===== src/rtl/adcseq_pkg.sv =====
// Package of constants and types for the ADC conversion sequencer.
package adcseq_pkg;

  // --------------------------------------------------------------------
  // Register byte addresses.
  // --------------------------------------------------------------------
  localparam logic [7:0] OFF_INPUT_SELECT = 8'h00;
  localparam logic [7:0] OFF_CTRL_A       = 8'h04;
  localparam logic [7:0] OFF_CTRL_B       = 8'h08;
  localparam logic [7:0] OFF_RESULT_LOW   = 8'h0C;
  localparam logic [7:0] OFF_RESULT_HIGH  = 8'h10;
  localparam logic [7:0] OFF_IRQ_STATUS   = 8'h14;
  localparam logic [7:0] OFF_IRQ_MASK     = 8'h18;
  localparam logic [7:0] OFF_SAMPLE_IN    = 8'h1C;

  // --------------------------------------------------------------------
  // Field positions.
  // --------------------------------------------------------------------
  localparam int unsigned POS_REF_SEL    = 6;
  localparam int unsigned POS_LEFT_ALIGN = 5;
  localparam int unsigned POS_CHAN_SEL   = 0;
  localparam int unsigned POS_ENABLE     = 7;
  localparam int unsigned POS_START      = 6;
  localparam int unsigned POS_AUTO_TRIG  = 5;
  localparam int unsigned POS_DONE_FLAG  = 4;
  localparam int unsigned POS_DIV_SEL    = 0;
  localparam int unsigned POS_SYNC_HOLD  = 7;
  localparam int unsigned POS_TRIG_SRC   = 0;
  localparam int unsigned POS_IRQ_DONE   = 0;

  // --------------------------------------------------------------------
  // Reset values, encodings and timing.
  // --------------------------------------------------------------------
  localparam logic [7:0] RST_INPUT_SELECT = 8'h00;
  localparam logic [7:0] INPUT_SEL_WMASK  = 8'hEF;
  localparam logic [7:0] RST_CTRL_A       = 8'h00;
  localparam logic [7:0] RST_CTRL_B       = 8'h00;
  localparam logic [3:0] TRIG_FREE_RUN    = 4'h0;
  localparam logic [3:0] TRIG_EXTERNAL    = 4'h1;
  localparam logic [3:0] CONV_CYCLES      = 4'hD;
  localparam logic [9:0] DIFF_MAX_POS     = 10'h1FF;
  localparam logic [9:0] DIFF_MAX_NEG     = 10'h200;
  localparam logic [1:0] RESP_OKAY        = 2'h0;
  localparam logic [1:0] RESP_SLVERR      = 2'h2;

  typedef enum logic [2:0] {
    ST_IDLE    = 3'h1,
    ST_CONVERT = 3'h2,
    ST_FINISH  = 3'h4
  } adcseq_state_t;

endpackage : adcseq_pkg


===== src/rtl/adcseq_top.sv =====
// ADC conversion sequencer with AXI4-Lite register slave.
`timescale 1ns/1ps

// Operation
// - With free-running trigger chosen, a new conversion starts at once after each one ends.
// - Free running continues whether or not the done flag was cleared.
// - A start-bit write begins a conversion even with auto-trigger on, a single one unless free running is chosen.
// - The start bit reads one during any conversion, however it was started.
// - A prescaler set by the divide field derives the converter clock.
// - Differential results are 10-bit two's complement from 0x200 to 0x1FF.
// - The result splits into a high byte of upper bits and a low byte.
// - The align bit set left-justifies the result, clear right-justifies.
// - Input select holds reference 7:6, align 5, read-only 4, channel 3:0.
// - With sync hold set, the sync signal is blocked until high byte read.
module adcseq_top (
  input  wire logic        aclk,
  input  wire logic        aresetn,
  input  wire logic [7:0]  s_axi_awaddr,
  input  wire logic        s_axi_awvalid,
  output logic             s_axi_awready,
  input  wire logic [31:0] s_axi_wdata,
  input  wire logic [3:0]  s_axi_wstrb,
  input  wire logic        s_axi_wvalid,
  output logic             s_axi_wready,
  output logic [1:0]       s_axi_bresp,
  output logic             s_axi_bvalid,
  input  wire logic        s_axi_bready,
  input  wire logic [7:0]  s_axi_araddr,
  input  wire logic        s_axi_arvalid,
  output logic             s_axi_arready,
  output logic [31:0]      s_axi_rdata,
  output logic [1:0]       s_axi_rresp,
  output logic             s_axi_rvalid,
  input  wire logic        s_axi_rready,
  input  wire logic [9:0]  sample_code,
  input  wire logic        ext_trigger,
  input  wire logic        sync_in,
  output logic             sync_out,
  output logic             adc_clk_out,
  output logic [3:0]       channel_out,
  output logic             irq
);

  // --------------------------------------------------------------------
  // Declarations.
  // --------------------------------------------------------------------
  adcseq_pkg::adcseq_state_t state_ff;
  logic [7:0]  in_sel_ff;
  logic        enable_ff;
  logic        start_ff;
  logic        auto_trig_ff;
  logic [2:0]  div_sel_ff;
  logic        sync_hold_ff;
  logic [3:0]  trig_src_ff;
  logic [9:0]  result_ff;
  logic        done_ff;
  logic        irq_mask_ff;
  logic        hold_ff;
  logic [6:0]  pre_cnt_ff;
  logic        adc_clk_ff;
  logic [3:0]  bit_cnt_ff;
  logic        aw_got_ff;
  logic        w_got_ff;
  logic [7:0]  aw_addr_ff;
  logic [31:0] w_data_ff;
  logic        w_strb0_ff;
  logic [1:0]  ext_sync_ff;
  logic [1:0]  syn_sync_ff;
  logic        ext_prev_ff;
  logic [9:0]  code_s1_ff;
  logic [9:0]  code_s2_ff;
  logic        wr_fire;
  logic        rd_fire;
  logic        start_wr;
  logic        done_wr1;
  logic        conv_end;
  logic        adc_tick;
  logic        trig_hit;
  logic [15:0] res_word;
  logic [6:0]  div_limit;
  logic [31:0] rd_word;
  logic        rd_ok;

  // Returns the prescaler count limit, one less than the half-period, for a divide select code.
  function automatic logic [6:0] div_half(input logic [2:0] sel);
    logic [7:0] full;
    full = 8'h01 << ((sel == 3'h0) ? 3'h1 : sel);
    return full[7:1] - 7'h01;
  endfunction

  // Aligns a 10-bit result into a 16-bit high/low byte pair.
  function automatic logic [15:0] align_res(input logic [9:0] r,
                                            input logic       left);
    return left ? {r, 6'h00} : {6'h00, r};
  endfunction

  // --------------------------------------------------------------------
  // AXI4-Lite write channel.
  // --------------------------------------------------------------------
  assign wr_fire  = aw_got_ff && w_got_ff && !s_axi_bvalid;
  assign start_wr = wr_fire && (aw_addr_ff == adcseq_pkg::OFF_CTRL_A) &&
                    w_strb0_ff && w_data_ff[adcseq_pkg::POS_START];
  assign done_wr1 = wr_fire && (aw_addr_ff == adcseq_pkg::OFF_CTRL_A) &&
                    w_strb0_ff && w_data_ff[adcseq_pkg::POS_DONE_FLAG];

  // Address and data are latched independently; response follows both.
  always_ff @(posedge aclk) begin
    if (!aresetn) begin
      aw_got_ff     <= 1'b0;
      w_got_ff      <= 1'b0;
      aw_addr_ff    <= 8'h00;
      w_data_ff     <= 32'h0000_0000;
      w_strb0_ff    <= 1'b0;
      s_axi_awready <= 1'b0;
      s_axi_wready  <= 1'b0;
      s_axi_bvalid  <= 1'b0;
      s_axi_bresp   <= adcseq_pkg::RESP_OKAY;
    end else begin
      s_axi_awready <= !aw_got_ff && !s_axi_awready && s_axi_awvalid;
      s_axi_wready  <= !w_got_ff && !s_axi_wready && s_axi_wvalid;
      if (s_axi_awvalid && s_axi_awready) begin
        aw_got_ff  <= 1'b1;
        aw_addr_ff <= {s_axi_awaddr[7:2], 2'b00};
      end
      if (s_axi_wvalid && s_axi_wready) begin
        w_got_ff   <= 1'b1;
        w_data_ff  <= s_axi_wdata;
        w_strb0_ff <= s_axi_wstrb[0];
      end
      if (wr_fire) begin
        aw_got_ff    <= 1'b0;
        w_got_ff     <= 1'b0;
        s_axi_bvalid <= 1'b1;
        s_axi_bresp  <= (aw_addr_ff > adcseq_pkg::OFF_IRQ_MASK) ?
                        adcseq_pkg::RESP_SLVERR : adcseq_pkg::RESP_OKAY;
      end else if (s_axi_bvalid && s_axi_bready) begin
        s_axi_bvalid <= 1'b0;
      end
    end
  end

  // Configuration registers written by software.
  always_ff @(posedge aclk) begin
    if (!aresetn) begin
      in_sel_ff    <= adcseq_pkg::RST_INPUT_SELECT;
      enable_ff    <= 1'b0;
      auto_trig_ff <= 1'b0;
      div_sel_ff   <= 3'h0;
      sync_hold_ff <= 1'b0;
      trig_src_ff  <= 4'h0;
      irq_mask_ff  <= 1'b0;
    end else if (wr_fire && w_strb0_ff) begin
      case (aw_addr_ff)
        adcseq_pkg::OFF_INPUT_SELECT: begin
          in_sel_ff <= w_data_ff[7:0] & adcseq_pkg::INPUT_SEL_WMASK;
        end
        adcseq_pkg::OFF_CTRL_A: begin
          enable_ff    <= w_data_ff[adcseq_pkg::POS_ENABLE];
          auto_trig_ff <= w_data_ff[adcseq_pkg::POS_AUTO_TRIG];
          div_sel_ff   <= w_data_ff[adcseq_pkg::POS_DIV_SEL +: 3];
        end
        adcseq_pkg::OFF_CTRL_B: begin
          sync_hold_ff <= w_data_ff[adcseq_pkg::POS_SYNC_HOLD];
          trig_src_ff  <= w_data_ff[adcseq_pkg::POS_TRIG_SRC +: 4];
        end
        adcseq_pkg::OFF_IRQ_MASK: begin
          irq_mask_ff <= w_data_ff[adcseq_pkg::POS_IRQ_DONE];
        end
        default: begin
        end
      endcase
    end
  end

  // --------------------------------------------------------------------
  // AXI4-Lite read channel.
  // --------------------------------------------------------------------
  assign res_word = align_res(result_ff,
                              in_sel_ff[adcseq_pkg::POS_LEFT_ALIGN]);
  assign rd_fire  = s_axi_arvalid && s_axi_arready;

  // Read multiplexer of all mapped registers.
  always_comb begin
    rd_word = 32'h0000_0000;
    rd_ok   = 1'b1;
    case ({s_axi_araddr[7:2], 2'b00})
      adcseq_pkg::OFF_INPUT_SELECT: rd_word[7:0] = in_sel_ff;
      adcseq_pkg::OFF_CTRL_A: rd_word[7:0] = {enable_ff, start_ff,
        auto_trig_ff, done_ff, 1'b0, div_sel_ff};
      adcseq_pkg::OFF_CTRL_B: rd_word[7:0] = {sync_hold_ff, 3'h0, trig_src_ff};
      adcseq_pkg::OFF_RESULT_LOW: rd_word[7:0] = res_word[7:0];
      adcseq_pkg::OFF_RESULT_HIGH: rd_word[7:0] = res_word[15:8];
      adcseq_pkg::OFF_IRQ_STATUS: rd_word[0] = done_ff;
      adcseq_pkg::OFF_IRQ_MASK: rd_word[0] = irq_mask_ff;
      adcseq_pkg::OFF_SAMPLE_IN: rd_word[9:0] = code_s2_ff;
      default: rd_ok = 1'b0;
    endcase
  end

  // Read address taken one cycle after valid; data one cycle later.
  always_ff @(posedge aclk) begin
    if (!aresetn) begin
      s_axi_arready <= 1'b0;
      s_axi_rvalid  <= 1'b0;
      s_axi_rdata   <= 32'h0000_0000;
      s_axi_rresp   <= adcseq_pkg::RESP_OKAY;
    end else begin
      s_axi_arready <= !s_axi_arready && !s_axi_rvalid && s_axi_arvalid;
      if (rd_fire) begin
        s_axi_rvalid <= 1'b1;
        s_axi_rdata  <= rd_word;
        s_axi_rresp  <= rd_ok ? adcseq_pkg::RESP_OKAY :
                                adcseq_pkg::RESP_SLVERR;
      end else if (s_axi_rvalid && s_axi_rready) begin
        s_axi_rvalid <= 1'b0;
      end
    end
  end

  // --------------------------------------------------------------------
  // Input synchronisers.
  // --------------------------------------------------------------------
  always_ff @(posedge aclk) begin
    if (!aresetn) begin
      ext_sync_ff <= 2'b00;
      syn_sync_ff <= 2'b00;
      ext_prev_ff <= 1'b0;
      code_s1_ff  <= 10'h000;
      code_s2_ff  <= 10'h000;
    end else begin
      ext_sync_ff <= {ext_sync_ff[0], ext_trigger};
      syn_sync_ff <= {syn_sync_ff[0], sync_in};
      ext_prev_ff <= ext_sync_ff[1];
      code_s1_ff  <= sample_code;
      code_s2_ff  <= code_s1_ff;
    end
  end

  // --------------------------------------------------------------------
  // Prescaler producing the converter clock.
  // --------------------------------------------------------------------
  assign div_limit = div_half(div_sel_ff);
  assign adc_tick  = (pre_cnt_ff >= div_limit) && !adc_clk_ff;

  // Counts half-periods of the converter clock while enabled.
  always_ff @(posedge aclk) begin
    if (!aresetn || !enable_ff) begin
      pre_cnt_ff <= 7'h00;
      adc_clk_ff <= 1'b0;
    end else if (pre_cnt_ff >= div_limit) begin
      pre_cnt_ff <= 7'h00;
      adc_clk_ff <= !adc_clk_ff;
    end else begin
      pre_cnt_ff <= pre_cnt_ff + 7'h01;
    end
  end

  // --------------------------------------------------------------------
  // Conversion sequencer.
  // --------------------------------------------------------------------
  assign conv_end = (state_ff == adcseq_pkg::ST_FINISH);
  assign trig_hit = auto_trig_ff && (
      ((trig_src_ff == adcseq_pkg::TRIG_FREE_RUN) && conv_end) ||
      ((trig_src_ff == adcseq_pkg::TRIG_EXTERNAL) &&
       ext_sync_ff[1] && !ext_prev_ff));

  // Idle waits for a start, convert counts converter clocks.
  always_ff @(posedge aclk) begin
    if (!aresetn || !enable_ff) begin
      state_ff   <= adcseq_pkg::ST_IDLE;
      bit_cnt_ff <= 4'h0;
      result_ff  <= 10'h000;
    end else begin
      case (state_ff)
        adcseq_pkg::ST_IDLE: begin
          if (start_wr || trig_hit) begin
            state_ff   <= adcseq_pkg::ST_CONVERT;
            bit_cnt_ff <= 4'h0;
          end
        end
        adcseq_pkg::ST_CONVERT: begin
          if (adc_tick) begin
            if (bit_cnt_ff == adcseq_pkg::CONV_CYCLES - 4'h1) begin
              state_ff  <= adcseq_pkg::ST_FINISH;
              result_ff <= code_s2_ff;
            end
            bit_cnt_ff <= bit_cnt_ff + 4'h1;
          end
        end
        adcseq_pkg::ST_FINISH: begin
          // Free running restarts here regardless of the done flag.
          // A start written in this cycle is honoured, not lost.
          state_ff   <= (trig_hit || start_wr) ?
                        adcseq_pkg::ST_CONVERT : adcseq_pkg::ST_IDLE;
          bit_cnt_ff <= 4'h0;
        end
        default: state_ff <= adcseq_pkg::ST_IDLE;
      endcase
    end
  end

  // Start bit shows busy; set by software or trigger, cleared at end.
  always_ff @(posedge aclk) begin
    if (!aresetn || !enable_ff) begin
      start_ff <= 1'b0;
    end else if (start_wr || (trig_hit &&
                 state_ff != adcseq_pkg::ST_CONVERT)) begin
      start_ff <= 1'b1;
    end else if (conv_end) begin
      start_ff <= 1'b0;
    end
  end

  // Done flag: set wins over a write-one clear in the same cycle.
  always_ff @(posedge aclk) begin
    if (!aresetn) begin
      done_ff <= 1'b0;
    end else if (conv_end) begin
      done_ff <= 1'b1;
    end else if (done_wr1 || (wr_fire && w_strb0_ff &&
                 aw_addr_ff == adcseq_pkg::OFF_IRQ_STATUS &&
                 w_data_ff[adcseq_pkg::POS_IRQ_DONE])) begin
      done_ff <= 1'b0;
    end
  end

  // Sync hold: blocks sync from a conversion end until high byte read.
  always_ff @(posedge aclk) begin
    if (!aresetn) begin
      hold_ff <= 1'b0;
    end else if (conv_end && sync_hold_ff) begin
      hold_ff <= 1'b1;
    end else if (rd_fire && ({s_axi_araddr[7:2], 2'b00} ==
                 adcseq_pkg::OFF_RESULT_HIGH)) begin
      hold_ff <= 1'b0;
    end
  end

  // Registered outputs.
  always_ff @(posedge aclk) begin
    if (!aresetn) begin
      sync_out    <= 1'b0;
      adc_clk_out <= 1'b0;
      channel_out <= 4'h0;
      irq         <= 1'b0;
    end else begin
      sync_out    <= syn_sync_ff[1] && !(hold_ff && sync_hold_ff);
      adc_clk_out <= adc_clk_ff;
      channel_out <= in_sel_ff[adcseq_pkg::POS_CHAN_SEL +: 4];
      irq         <= done_ff && irq_mask_ff;
    end
  end

  // --------------------------------------------------------------------
  // Assertions.
  // --------------------------------------------------------------------
  a_busy_in_conv: assert property (@(posedge aclk) disable iff (!aresetn)
    (state_ff == adcseq_pkg::ST_CONVERT) |-> start_ff)
    else $error("start bit low during conversion");
  a_done_at_end: assert property (@(posedge aclk) disable iff (!aresetn)
    conv_end |=> done_ff)
    else $error("done flag not set at end");
  a_free_restart: assert property (@(posedge aclk) disable iff (!aresetn)
    (conv_end && auto_trig_ff && enable_ff &&
     trig_src_ff == adcseq_pkg::TRIG_FREE_RUN)
    |=> (state_ff == adcseq_pkg::ST_CONVERT))
    else $error("free running did not restart");
  a_sw_start: assert property (@(posedge aclk) disable iff (!aresetn)
    (start_wr && enable_ff && state_ff == adcseq_pkg::ST_IDLE)
    |=> (state_ff == adcseq_pkg::ST_CONVERT) && start_ff)
    else $error("software start ignored");
  a_single_clear: assert property (@(posedge aclk) disable iff (!aresetn)
    (conv_end && !auto_trig_ff && !start_wr) |=> !start_ff)
    else $error("start bit not cleared");
  a_sync_blocked: assert property (@(posedge aclk) disable iff (!aresetn)
    (hold_ff && sync_hold_ff) |=> !sync_out)
    else $error("sync passed while held");
  a_sel_reserved: assert property (@(posedge aclk) disable iff (!aresetn)
    !in_sel_ff[4])
    else $error("reserved select bit set");
  a_left_align: assert property (@(posedge aclk) disable iff (!aresetn)
    (rd_fire && in_sel_ff[adcseq_pkg::POS_LEFT_ALIGN] &&
     ({s_axi_araddr[7:2], 2'h0} == adcseq_pkg::OFF_RESULT_HIGH))
    |=> ({s_axi_rdata[7:0], 2'h0} == ($past(result_ff) & 10'h3FC)))
    else $error("left alignment wrong");
  a_irq_gate: assert property (@(posedge aclk) disable iff (!aresetn)
    (done_ff && irq_mask_ff) |=> irq)
    else $error("unmasked done gave no irq");

endmodule // adcseq_top


===== config.mk =====
export PLATFORM = sky130hd
export DESIGN_NAME = adcseq_top
export DESIGN_NICKNAME = d
export VERILOG_FILES = /design/src/rtl/adcseq_pkg.sv /design/src/rtl/adcseq_top.sv
export SDC_FILE = /design/constraint.sdc
export NUM_CORES = 1
export LEC_CHECK = 0
export BUFFER_PORTS_ARGS = -buffer_cell sky130_fd_sc_hd__buf_4
export CAP_MARGIN = 10
export CORE_MARGIN = 1
export CORE_UTILIZATION = 48
export CTS_CLUSTER_DIAMETER = 200
export DETAILED_ROUTE_END_ITERATION = 7
export PLACE_DENSITY = 0.76
export SETUP_SLACK_MARGIN = 0.3
export SLEW_MARGIN = 20
export SYNTH_ARGS = -nofsm -noshare
export SYNTH_HDL_FRONTEND = slang
export SYNTH_SLANG_ARGS = --single-unit

===== constraint.sdc =====
create_clock -name aclk -period 3.09 [get_ports aclk]
set_clock_uncertainty 0.1 [all_clocks]
set_input_delay 0.1545 -clock aclk [delete_from_list [all_inputs] [get_ports aclk]]
set_output_delay 0.1545 -clock aclk [all_outputs]
set_load 0.02 [all_outputs]

Yosys cells after proc, flatten, opt, wreduce, memory -nomap -nowiden
Index checks and enable logic that the tools add are counted.
{ "word_totals": {"input_bits": 71, "regBits": 114, "out_inout_bits": 48, "elab_cells": 158} }
{ "classes": {"n_bitwise": 1, "eq_ne": 20, "n_addsub": 3, "n_lt_le_gt_ge": 2, "shift": 1, "reduce_logical": 68, "muxes": 26} }
{ "op_table": {"columns": ["operator", "count"], "rows": [
  ["case mux 7 bit (6 select lines)", 1],
  ["== test 6 x 3 -> 1 bit, second input constant", 6],
  ["logical AND 1 bit", 31],
  ["== test 6 x 2 -> 1 bit, second input constant", 3],
  ["two-way mux 16 bit", 1],
  ["== test 6 x 1 -> 1 bit, second input constant", 2],
  ["zero test 1 bit", 12],
  ["two-way mux 3 bit", 4],
  ["case mux 4 bit (3 select lines)", 1],
  ["two-way mux 1 bit", 11],
  ["nonzero test 2 bit", 5],
  ["case mux 3 bit (3 select lines)", 1],
  ["AND reduction 3 bit", 3],
  ["greater-than comparator 8 x 5 -> 1 bit, second input constant", 1],
  ["zero test 8 bit", 1],
  ["two-way mux 2 bit", 4],
  ["two-way mux 4 bit", 2],
  ["case mux 1 bit (8 select lines)", 1],
  ["AND reduction 2 bit", 4],
  ["OR reduction 8 bit", 1],
  ["<< shifter 1 x 3 -> 8 bit, first input constant", 1],
  ["adder 7 x 1 -> 7 bit, second input constant", 1],
  [">= comparator 7 bit", 1],
  ["subtractor 7 x 1 -> 7 bit, second input constant", 1],
  ["15 further kinds", 22]
]} }

Longest topological paths before layout
Gate-level depths: netlist of run 1.
{ "logic_depth": {"depth_word": 8, "depth_mapped": 13, "depth_no_buf": 11} }

Worst setup path after synthesis of run 1
No wires, ideal clock.
{ "synth_path": {"kind": "register to register", "start": "register div_sel_ff[2]", "end": "register result_ff[0]", "stages_incl_launch_ff": 13, "t_arrival_ns": 2.831, "n_path_buf": 2, "setup_slack_ns": 0.030, "synth_period_minus_slack_ns": 3.060, "cell_sequence": "dfxtp_1 > clkbuf_1 > or3b_2 > ha_1 > nor3b_1 > a21oi_1 > ha_1 > nand2_1 > o21ai_0 > a21oi_1 > nor4_4 > clkbuf_1 > o21ai_0"} }
{ "synth_between": {"elab_chain_cells": 7} }
{ "synth_rtl": {"columns": ["element", "line_no", "text"], "rows": [
  ["start: declaration", "adcseq_top.sv:52", "logic [2:0] div_sel_ff;"],
  ["start signal: assignment", "adcseq_top.sv:160", "div_sel_ff <= w_data_ff[adcseq_pkg::POS_DIV_SEL +: 3];"],
  ["zero test 3 bit", "adcseq_top.sv:87", "full = 8'h01 << ((sel == 3'h0) ? 3'h1 : sel);"],
  ["two-way mux 3 bit *", "adcseq_top.sv:87", null],
  ["<< shifter 1 x 3 -> 8 bit *", "adcseq_top.sv:87", null],
  ["subtractor 7 x 1 -> 7 bit *", "adcseq_top.sv:88", "return full[7:1] - 7'h01;"],
  [">= comparator 7 bit *", "adcseq_top.sv:243", "assign adc_tick = (pre_cnt_ff >= div_limit) && !adc_clk_ff;"],
  ["logical AND 1 bit *", "adcseq_top.sv:243", null],
  ["AND reduction 3 bit (no source line) *", null, null],
  ["end signal: assignment", "adcseq_top.sv:285", "result_ff <= code_s2_ff;"],
  ["end: declaration", "adcseq_top.sv:55", "logic [9:0] result_ff;"]
]} }
Every way passes the cells marked *; elsewhere a longest branch is shown, timed or not.
A chain may end at the register's enable or synchronous reset.

Worst setup path after layout of run 1
{ "layout_path": {"start": "register div_sel_ff[1]", "end": "register state_ff[1]"} }
{ "layout_between": {"elab_chain_cells": 8} }
{ "layout_rtl": {"columns": ["element", "line_no", "text"], "rows": [
  ["zero test 3 bit", "adcseq_top.sv:87", null],
  ["two-way mux 3 bit *", "adcseq_top.sv:87", null],
  ["<< shifter 1 x 3 -> 8 bit *", "adcseq_top.sv:87", null],
  ["subtractor 7 x 1 -> 7 bit *", "adcseq_top.sv:88", null],
  [">= comparator 7 bit *", "adcseq_top.sv:243", null],
  ["logical AND 1 bit *", "adcseq_top.sv:243", null],
  ["inequality test 2 bit (no source line) *", null, null],
  ["AND reduction 3 bit (no source line) *", null, null],
  ["end signal: assignment", "adcseq_top.sv:270", "state_ff <= adcseq_pkg::ST_IDLE;"],
  ["end signal: assignment", "adcseq_top.sv:277", "state_ff <= adcseq_pkg::ST_CONVERT;"],
  ["end signal: assignment", "adcseq_top.sv:284", "state_ff <= adcseq_pkg::ST_FINISH;"],
  ["end: declaration", "adcseq_top.sv:47", "adcseq_pkg::adcseq_state_t state_ff;"]
]} }
Marked as above.

==> flow_metrics.tcl, run 1 <==
set metrics [dict create \
    status "completed" \
    cts.htree.levels 3 \
    worstPathMaxFanout 7 \
    grt_max_degree 62 \
    slew-limit-headroom 0.4096 \
    rsz0062_at_grt "no" \
    root_buffer "clkbuf_8" \
    io_buffers 63 \
    die-area_sq_um 10390 \
    drc 0 \
    synth_top_cells_by_count "dfxtp_1, nand2_1, and2_1" \
    diodes 0 \
    synthFlopType "dfxtp_1" \
    ios 119 \
    grt_use_met1 0.2656 \
    setup_violations 0 \
    clk_pin_slew_ns 0.10 \
    synth_top_cell_by_area "dfxtp_1" \
    start_kind "register" \
    initial_utilization 0.4929 \
    cts_sinks 112 \
    cts_buffer_depth 2 \
    area_delta_synth_final_pct 23.25 \
    clk_latency_ns 0.38 \
    overflow 0 \
    irDropWorstVdd_v 0.0003068 \
    syn_avg_cell_area_sq_um 9.187 \
    crit_required_ns 3.26 \
    coreArea_sq_um 9729 \
    max_freq_mhz 374.1 \
    rows 36 \
    gp_congestion 0.9160 \
    wl_per_cell_um 14.01 \
    vias 3913 \
    post-route-period-util 0.8652 \
    slew_violations 0 \
    reg2reg_depth 14 \
    power_density_nw_per_um2 423.0 \
    top_usage_layer "met2" \
    worst_slack_ns 0.4167 \
    fin_crit_ns 2.673 \
    wirelength_um 10550 \
    yosysMostFrequentCell "dfxtp_1" \
    synth_cells 522 \
    die_w_um 102.0 \
    grt_pass1_wl_um 16880 \
    cp-end-kind "register" \
    drv_cap 0 \
    worstPathArrival_ns 2.84 \
    pre_cts_ws_ns 0.09337 \
    avgViaCountPerCell 5.197 \
    drive_gt1_frac 0.1774 \
    cts_tree "yes" \
    ys_ff_latch 112 \
    hpwlAfterDp_um 7006 \
    antenna_found_initial 0 \
    async_flop_share 0 \
    cts_made_buffers 9 \
    p_leak_nw 2.252 \
    ys_top_cells_by_area "dfxtp_1, mux2i_1, nand2_1" \
    die_y_um 102.0 \
    hp-class "input port to register" \
    fin_tns_setup_ns 0 \
    final_hold_viol_count 0 \
    synth-seq-area-share 0.4675 \
    first_pass_iters 5 \
    drtAntennaViolNets 0 \
    ys.warnings.count 0 \
    first_global_vias 3649 \
    met2_usage 0.3472 \
    ys_types 48 \
    synth_area_sq_um 4796 \
    synth_top_cell_area_share 0.4675 \
    drt_iter0_markers 206 \
    nNetsFinal 697 \
    synth_edf_count 0 \
    worst_pin_slew_ns 0.8788 \
    track_usage 0.2082 \
    grtUsageMet3 0.04651 \
    crit_type "register to register" \
    whs_ns 0.05350 \
    worst_hold_path.num_cells 4 \
]
-- through the flow --
step	instances	area, sq um	util	total power [W]
floorplan	545	4891	-	0.001644
global placement	701	5310	0.5458	0.001683
detailed placement	701	5310	0.5458	0.001687
CTS	751	5872	0.6035	0.002516
global route	753	5911	0.6075	0.002605
finish	753	5911	0.6075	0.002500
-- kinds of logic (layout without fill, tap and decap cells) --
family                   after synthesis  after routing  synth area share
AND/OR/NAND/NOR                      212            212            0.2398
flip-flops                           112            112            0.4675
AO/OA/AOI/OAI                        101            101            0.1367
buffers and inverters                 53            128           0.06183
multiplexers                          24             24           0.05009
adder cells (fa/ha/maj)               11             11           0.02870
XOR/XNOR                               8              8           0.01461
other                                  1             24         0.0007819
-- worst paths after layout --
kind / start / end / slack [ns]
max: div_sel_ff[1] / state_ff[1] / 0.42
min reg2reg: hold_ff / sync_out / 0.34
max reg2reg: div_sel_ff[1] / state_ff[1] / 0.42
min: s_axi_araddr[6] / s_axi_rdata[0] / 0.05
-- registers in the layout, indices dropped and copies added (netlist names), 2 cells and up --
name / cells
bit_cnt_ff: 4
channel_out: 4
w_data_ff: 8
trig_src_ff: 4
in_sel_ff: 7
code_s1_ff: 10
ext_sync_ff: 2
code_s2_ff: 10
div_sel_ff: 3
state_ff: 3
aw_addr_ff: 6
s_axi_rdata: 10
pre_cnt_ff: 7
syn_sync_ff: 2
result_ff: 10
-- power breakdown --
group	internal (W)	switching (W)	total (W)
clock	0.000309	0.000501	0.000810
sequential	0.00147	0.0000206	0.00149
combinational	0.0000978	0.000100	0.000198
-- layout make-up --
| class | count | area [sq um] |
|---|---|---|
| fillers | 814 | 3819 |
| repair buffers | 107 | 902.1 |
| clock inverters | 6 | 51.30 |
| multi-input cells | 380 | 2401 |
| inverters | 5 | 18.77 |
| clock buffers | 10 | 127.6 |
| well taps | 133 | 166.4 |
| flip-flops and latches | 112 | 2243 |
-- layer usage --
metal | up-vias | share of wire
met2 | 123 | 0.48
met1 | 1830 | 0.47
li1 | 1946 | -
met5 | - | 0
met4 | 0 | 0.015
met3 | 14 | 0.043
-- placed cells by master (no fill, tap or decap), types with 18 or more instances in the layout --
cell,Yosys,layout
a21boi_0,21,21
buf_4,24,72
a21oi_1,19,18
nor2b_1,22,22
nor2_1,24,23
and2_1,36,36
dfxtp_1,112,111
nand3_1,29,29
o21ai_0,27,25
conb_1,1,24
mux2i_1,24,24
dlygate4sd3_1,0,33
nand2_1,61,60
-- critical path: stages (launching register included) --
cell and delay (ns):
dfxtp_2 0.33, buf_4 0.15, or2_4 0.27, ha_4 0.17
nor3b_2 0.14, a21oi_1 0.06, ha_1 0.31, nand2_2 0.08
o21ai_2 0.18, a21oi_4 0.06, buf_6 0.14, buf_4 0.12
nor3_1 0.21, nor2_1 0.07, o21a_1 0.18
-- what timing repair did --
action,in CTS,in global routing
pin swaps,3,5
endpoints found under the hold margin,33,0
endpoints found under the setup margin,14,16
gates resized for setup,7,7
setup buffers,1,2
hold buffers,33,0
Power figures use the tool's default switching activity.
==> run 2, diff against run 1 <==
--- a/config.mk
+++ b/config.mk
@@ -5,6 +5,7 @@
 export SDC_FILE = /design/constraint.sdc
 export NUM_CORES = 1
 export LEC_CHECK = 0
+export ABC_AREA = 1
 export BUFFER_PORTS_ARGS = -buffer_cell sky130_fd_sc_hd__buf_4
 export CAP_MARGIN = 10
 export CORE_MARGIN = 1
==> constraint.sdc (replaced) <==
create_clock -name aclk -period 2.22 [get_ports aclk]
set_clock_uncertainty 0.1 [all_clocks]
set_input_delay 0.111 -clock aclk [delete_from_list [all_inputs] [get_ports aclk]]
set_output_delay 0.111 -clock aclk [all_outputs]
set_load 0.02 [all_outputs]
==> run 2 against run 1 <==
Compared with the run above: utilization increased by 2.5 points; largest cell class unchanged; non-clock buffer count is 2 higher; worst setup slack lost 0.40 ns; total power increased by 44%.
==> flow_metrics.tcl, run 2 <==
set metrics [dict create \
    coreArea_sq_um 9864 \
    irDropWorstVdd_v 0.0003601 \
    first_global_vias 4127 \
    r2r_end "result_ff[2]" \
    min_from "aresetn" \
    cpPeakStageDelay_ns 0.35 \
    final_hold_viol_count 0 \
    power_density_nw_per_um2 575.3 \
    cts_made_buffers 9 \
    p_sw_w 0.0009331 \
    synth_area_sq_um 4950 \
    syn_avg_cell_area_sq_um 7.638 \
    r2r_start "div_sel_ff[2]" \
    initial_utilization 0.5018 \
    swShare 0.2598 \
    slew-limit-headroom 0.5951 \
    total_power_w 0.003592 \
    p_leak_nw 2.846 \
    wl_per_cell_um 13.00 \
    ys_ff_latch 112 \
    slew_violations 0 \
    overflow 0 \
    nNetsFinal 836 \
    synth_edf_count 0 \
    drc 0 \
    intPower_w 0.002659 \
    die-area_sq_um 10720 \
    gp_congestion 0.8913 \
    yosysMostFrequentCell "nand2_1" \
    crit_slowest_cell "dfxtp_2" \
    setup_violations 0 \
    path_cells "inv_4 > nand3_4 > ha_4 > xor2_1 > ha_1 > a21oi_1 > nand2_2 > nand2_4 > nand2_8 > buf_12 > nand4_4 > nand2_1 > a21oi_2" \
    ios 119 \
    grt_use_met1 0.2711 \
    whs_ns 0.1396 \
    synth_fa_ha_area_frac 0.02781 \
    synthMuxAreaShare 0 \
    drt_iter0_markers 300 \
    synth-seq-area-share 0.4530 \
    crit_required_ns 2.44 \
    final_cell_mix "dfxtp_1, nand2_1, inv_1" \
    p_clk_frac 0.332 \
    synth_top_cell_area_share 0.4530 \
    yosys.area_share.simple 0.2187 \
    diodes 0 \
    area_delta_synth_final_pct 26.14 \
    synth_xor_area_frac 0.01062 \
    post-route-period-util 0.9934 \
    ys_types 38 \
    ff2ff_setup_slack_ns 0.01 \
    ys_top_cells_by_area "dfxtp_1, nand2_1, inv_1" \
    antenna_found_initial 0 \
    drtAntennaViolNets 0 \
    vias 4466 \
    worst_pin_slew_ns 0.6054 \
    io_buffers 63 \
    synthFlopType "dfxtp_1" \
    avgViaCountPerCell 5.007 \
    layout_commonest_cell "dfxtp_1" \
    clk_pin_slew_ns 0.11 \
    grt_max_degree 41 \
    synth_compound_area_frac 0.1539 \
    hold_end "result_ff[2]" \
    met2_usage 0.3691 \
    worstPathArrival_ns 2.42 \
    cts_sinks 112 \
    ys.warnings.count 0 \
    clk_latency_ns 0.38 \
    synth_top_cell_by_area "dfxtp_1" \
    start_kind "register" \
    first_pass_iters 5 \
    hp-class "input port to register" \
    async_flop_share 0 \
    synth_top_family_by_area "simple AND/OR/NAND/NOR gates" \
    hpwlAfterDp_um 7981 \
    cts.htree.levels 3 \
    drive_gt1_frac 0.2108 \
    fin_crit_ns 2.205 \
    synth_top_cells_by_count "nand2_1, dfxtp_1, inv_1" \
    die_y_um 103.5 \
    comb_power_share 0.087 \
    drv_cap 0 \
    grt_pass1_wl_um 18890 \
    rsz0062_at_grt "yes" \
    rows 36 \
    pre_cts_ws_ns -0.05953 \
    crit_type "register to register" \
    worstPathMaxFanout 5 \
    top_usage_layer "met2" \
    worst_hold_path.num_cells 3 \
    cts_tree "yes" \
    seqPwrFrac 0.581 \
    grtUsageMet3 0.05098 \
    track_usage 0.2178 \
    die_w_um 103.5 \
    root_buffer "clkbuf_8" \
    synth_cells 648 \
    final_util 0.6329 \
    reg2reg_depth 13 \
    final_design_area_no_fill_sq_um 6243 \
    postPlaceCellArea_sq_um 5482 \
    status "completed" \
    wirelength_um 11600 \
    cts_buffer_depth 2 \
    cp-end-kind "register" \
    max_freq_mhz 453.4 \
    worst_slack_ns 0.01463 \
]
==> run 2: power by group through the flow <==
stage	Combinational, W	Sequential (W)	Clock [W]
2_1_floorplan	0.000180	0.00214	0
3_3_place_gp	0.000258	0.00213	0
3_5_place_dp	0.000264	0.00213	0
4_1_cts	0.000309	0.00209	0.00122
5_1_grt	0.000344	0.00209	0.00130
6_report	0.000313	0.00209	0.00119
==> run 2: logic make-up (layout without fill, tap and decap cells) <==
kind of cell,count (synthesis),count (layout)
AOI/OAI and AO/OA,142,142
DFF,112,112
and+or+nand+nor,228,231
buffers and inverters,148,233
other,1,24
adders and majority gates,11,11
xor gates and xnor gates,6,6
==> run 2: metal layers <==
metal / wire [um] / vias up
li1: - / 2241
met1: 5200 / 2072
met2: 5617 / 133
met3: 601 / 20
met4: 180 / 0
met5: 0 / -
==> run 2: what timing repair did <==
item | in CTS | in global routing
hold endpoints to repair | 32 | 0
resized for setup | 14 | 27
setup endpoints to repair | 24 | 24
hold buffers | 32 | 0
pin swaps | 9 | 13
setup buffers | 8 | 2
cloned | 2 | 1
==> run 2: how the worst max path moves through the flow <==
| stage | startpoint | to | slack (ns) |
|---|---|---|---|
| 4_1_cts | div_sel_ff[2] | bit_cnt_ff[3] | 0.04 |
| 6_report | div_sel_ff[2] | result_ff[2] | 0.01 |
| 5_1_grt | div_sel_ff[2] | bit_cnt_ff[3] | -0.13 |
| 3_5_place_dp | div_sel_ff[0] | result_ff[9] | -0.06 |
| 2_1_floorplan | div_sel_ff[2] | result_ff[7] | 0.18 |
| 3_3_place_gp | div_sel_ff[0] | result_ff[9] | 0.006 |
==> run 2: worst max-delay path, delay by kind of cell (launching register included) <==
kind,cells,cell delay [ns]
compound gates,2,0.29
flops,1,0.35
buf+inv,2,0.23
xor+xnor,1,0.14
fa+ha+maj,2,0.48
simple gates,6,0.55
==> run 2: final cells by class <==
| class | count | area [sq um] |
|---|---|---|
| Inverter | 108 | 410.4 |
| Clock inverter | 6 | 60.06 |
| Timing Repair Buffer | 109 | 910.9 |
| Tap cell | 133 | 166.4 |
| Clock buffer | 10 | 137.6 |
| Fill cell | 842 | 3621 |
| Sequential cell | 112 | 2248 |
| Multi-Input combinational cell | 414 | 2310 |
==> run 2: metrics by stage <==
step	instances	TNS, ns
3_3_place_gp	831	0
5_1_grt	892	-1.639
4_1_cts	889	0
6_report	892	0
3_5_place_dp	831	-0.3742
2_1_floorplan	671	0
==> run 3, diff against run 2 <==
--- a/config.mk
+++ b/config.mk
@@ -12,6 +12,7 @@
 export CORE_UTILIZATION = 48
 export CTS_CLUSTER_DIAMETER = 200
 export DETAILED_ROUTE_END_ITERATION = 7
+export MAX_ROUTING_LAYER = met4
 export PLACE_DENSITY = 0.76
 export SETUP_SLACK_MARGIN = 0.3
 export SLEW_MARGIN = 20
==> constraint.sdc (replaced) <==
create_clock -name aclk -period 2.22 [get_ports aclk]
set_clock_uncertainty 0.1 [all_clocks]
set_input_delay 0.111 -clock aclk [delete_from_list [all_inputs] [get_ports aclk]]
set_output_delay 0.111 -clock aclk [all_outputs]
set_load 0.05 [all_outputs]
==> run 3 against run 2 <==
Compared with the run above: total power grew 3.0%; fmax shrank 0.13%; cell count shrank 0.34%.
==> flow_metrics.tcl, run 3 (synthesis gave the netlist of run 2 again) <==
set metrics [dict create \
    drv_cap 0 \
    hpwlAfterDp_um 7968 \
    hp-class "input port to register" \
    status "completed" \
    drc 0 \
    worstPathMaxFanout 5 \
    overflow 0 \
    gp_congestion 0.9032 \
    cp_top_family "simple AND/OR/NAND/NOR gates" \
    layout_commonest_cell "dfxtp_1" \
    track_usage 0.2236 \
    fin_crit_ns 2.208 \
    post_layout_nonfiller_instances 889 \
    power_density_nw_per_um2 597.0 \
    cts_buffer_depth 2 \
    drt_iter0_markers 241 \
    fin_tns_setup_ns 0 \
    wirelength_um 11590 \
    cpPeakStageDelay_ns 0.35 \
    critical_path.most_common_cell "nand2_1" \
    ff2ff_setup_slack_ns 0.01 \
    crit_slowest_cell "dfxtp_2" \
    final_design_area_no_fill_sq_um 6195 \
    drive_gt1_frac 0.1931 \
    start_kind "register" \
    crit_required_ns 2.40 \
    worst_hold_path.num_cells 3 \
    critical_path_buf_inv_count 2 \
    wl_per_cell_um 13.04 \
    crit_type "register to register" \
    final_hold_viol_count 0 \
    initial_utilization 0.5018 \
    slew_violations 0 \
    final_util 0.6280 \
    die_w_um 103.5 \
    rows 36 \
    p_leak_nw 2.772 \
    slew-limit-headroom 0.5902 \
    grt_pass1_wl_um 18980 \
    diodes 0 \
    path_cells "inv_2 > nand3_4 > ha_4 > xor2_1 > ha_1 > nand2_1 > inv_1 > nand2_1 > nand2_2 > nand2_4 > nand2_8 > nand4_4 > o21ai_0 > a21oi_1" \
    root_buffer "clkbuf_8" \
    antenna_found_initial 0 \
    postPlaceCellArea_sq_um 5489 \
    worstPathArrival_ns 2.39 \
    r2r_end "result_ff[8]" \
    io_buffers 63 \
    cts_sinks 112 \
    rsz0062_at_grt "yes" \
    avgViaCountPerCell 5.038 \
    max_freq_mhz 452.9 \
    cts_made_buffers 9 \
    worst_pin_slew_ns 0.6127 \
    clk_latency_ns 0.38 \
    setup_violations 0 \
    nNetsFinal 833 \
    cts_tree "yes" \
    min_from "aresetn" \
    die_y_um 103.5 \
    r2r_start "div_sel_ff[0]" \
    grt_max_degree 41 \
    vias 4479 \
    hold_end "result_ff[6]" \
    irDropWorstVdd_v 0.0003974 \
    first_global_vias 4121 \
    post-route-period-util 0.9947 \
    clk_pin_slew_ns 0.12 \
    drtAntennaViolNets 0 \
    dpl.cell_count 832 \
    startpoint "div_sel_ff[0]" \
    cp-end-kind "register" \
    ios 119 \
    area_delta_synth_final_pct 25.15 \
    coreArea_sq_um 9864 \
    cts.htree.levels 3 \
    reg2reg_depth 14 \
    first_pass_iters 5 \
    final_cell_mix "dfxtp_1, nand2_1, inv_1" \
    die-area_sq_um 10720 \
]
==> run 3: changes by cell type in the layout (fill, tap and decap cells not counted), sizes merged <==
cell and delta:
buf -2, inv +2, clkbuf -1, clkinv -1, nand4 -1
==> run 3: per-stage QoR <==
stage	hold slack [ns]	power [W]	setup slack, ns
6_report	0.1423	0.003699	0.01184
5_1_grt	0.1585	0.003851	-0.1328
3_3_place_gp	0.1928	0.002470	0.01060
2_1_floorplan	0.1086	0.002400	0.1784
3_5_place_dp	0.1950	0.002477	-0.05773
4_1_cts	0.1417	0.003718	0.04683
==> run 3: repair_timing <==
action | CTS | global route
endpoints found under the setup margin | 24 | 24
setup buffers | 5 | 2
pin swaps | 11 | 10
endpoints found under the hold margin | 32 | 0
gates resized for setup | 18 | 9
cloned | 2 | 0
hold buffers | 32 | 0
==> run 3: layout make-up <==
class,count,area [sq um]
timing repair buffer,107,883.3
multi-input combinational,413,2285
clock buffer,9,123.9
sequential,112,2248
fill,861,3670
inverter,108,410.4
tap,133,166.4
clock inverter,7,77.57
==> run 3: worst max path at each step <==
stage	end	slack (ns)	depth (start not counted)
3_5_place_dp	result_ff[3]	-0.06	14
3_3_place_gp	result_ff[9]	0.01	14
5_1_grt	bit_cnt_ff[3]	-0.13	14
4_1_cts	bit_cnt_ff[1]	0.05	16
6_report	result_ff[8]	0.01	14
2_1_floorplan	result_ff[7]	0.18	15
==> run 3: metal layers <==
layer,routed length (um),vias to the layer above,part of all wire,GRT usage
li1,-,2229,-,-
met1,5030,2090,0.43,0.2688
met2,5810,147,0.50,0.3802
met3,615,13,0.053,0.04909
met4,132,0,0.011,0.05487
met5,0,-,0,-
==> run 3: worst min-delay path, delay by kind of cell <==
| kind | cells | cell delay [ns] |
|---|---|---|
| simple gates | 2 | 0.38 |
| buf+inv | 1 | 0.10 |
==> run 3: where the power goes <==
group | switching, W | internal, W
sequential | 0.0000305 | 0.00206
combinational | 0.000257 | 0.000137
clock | 0.000761 | 0.000457
total | 0.00105 | 0.00265
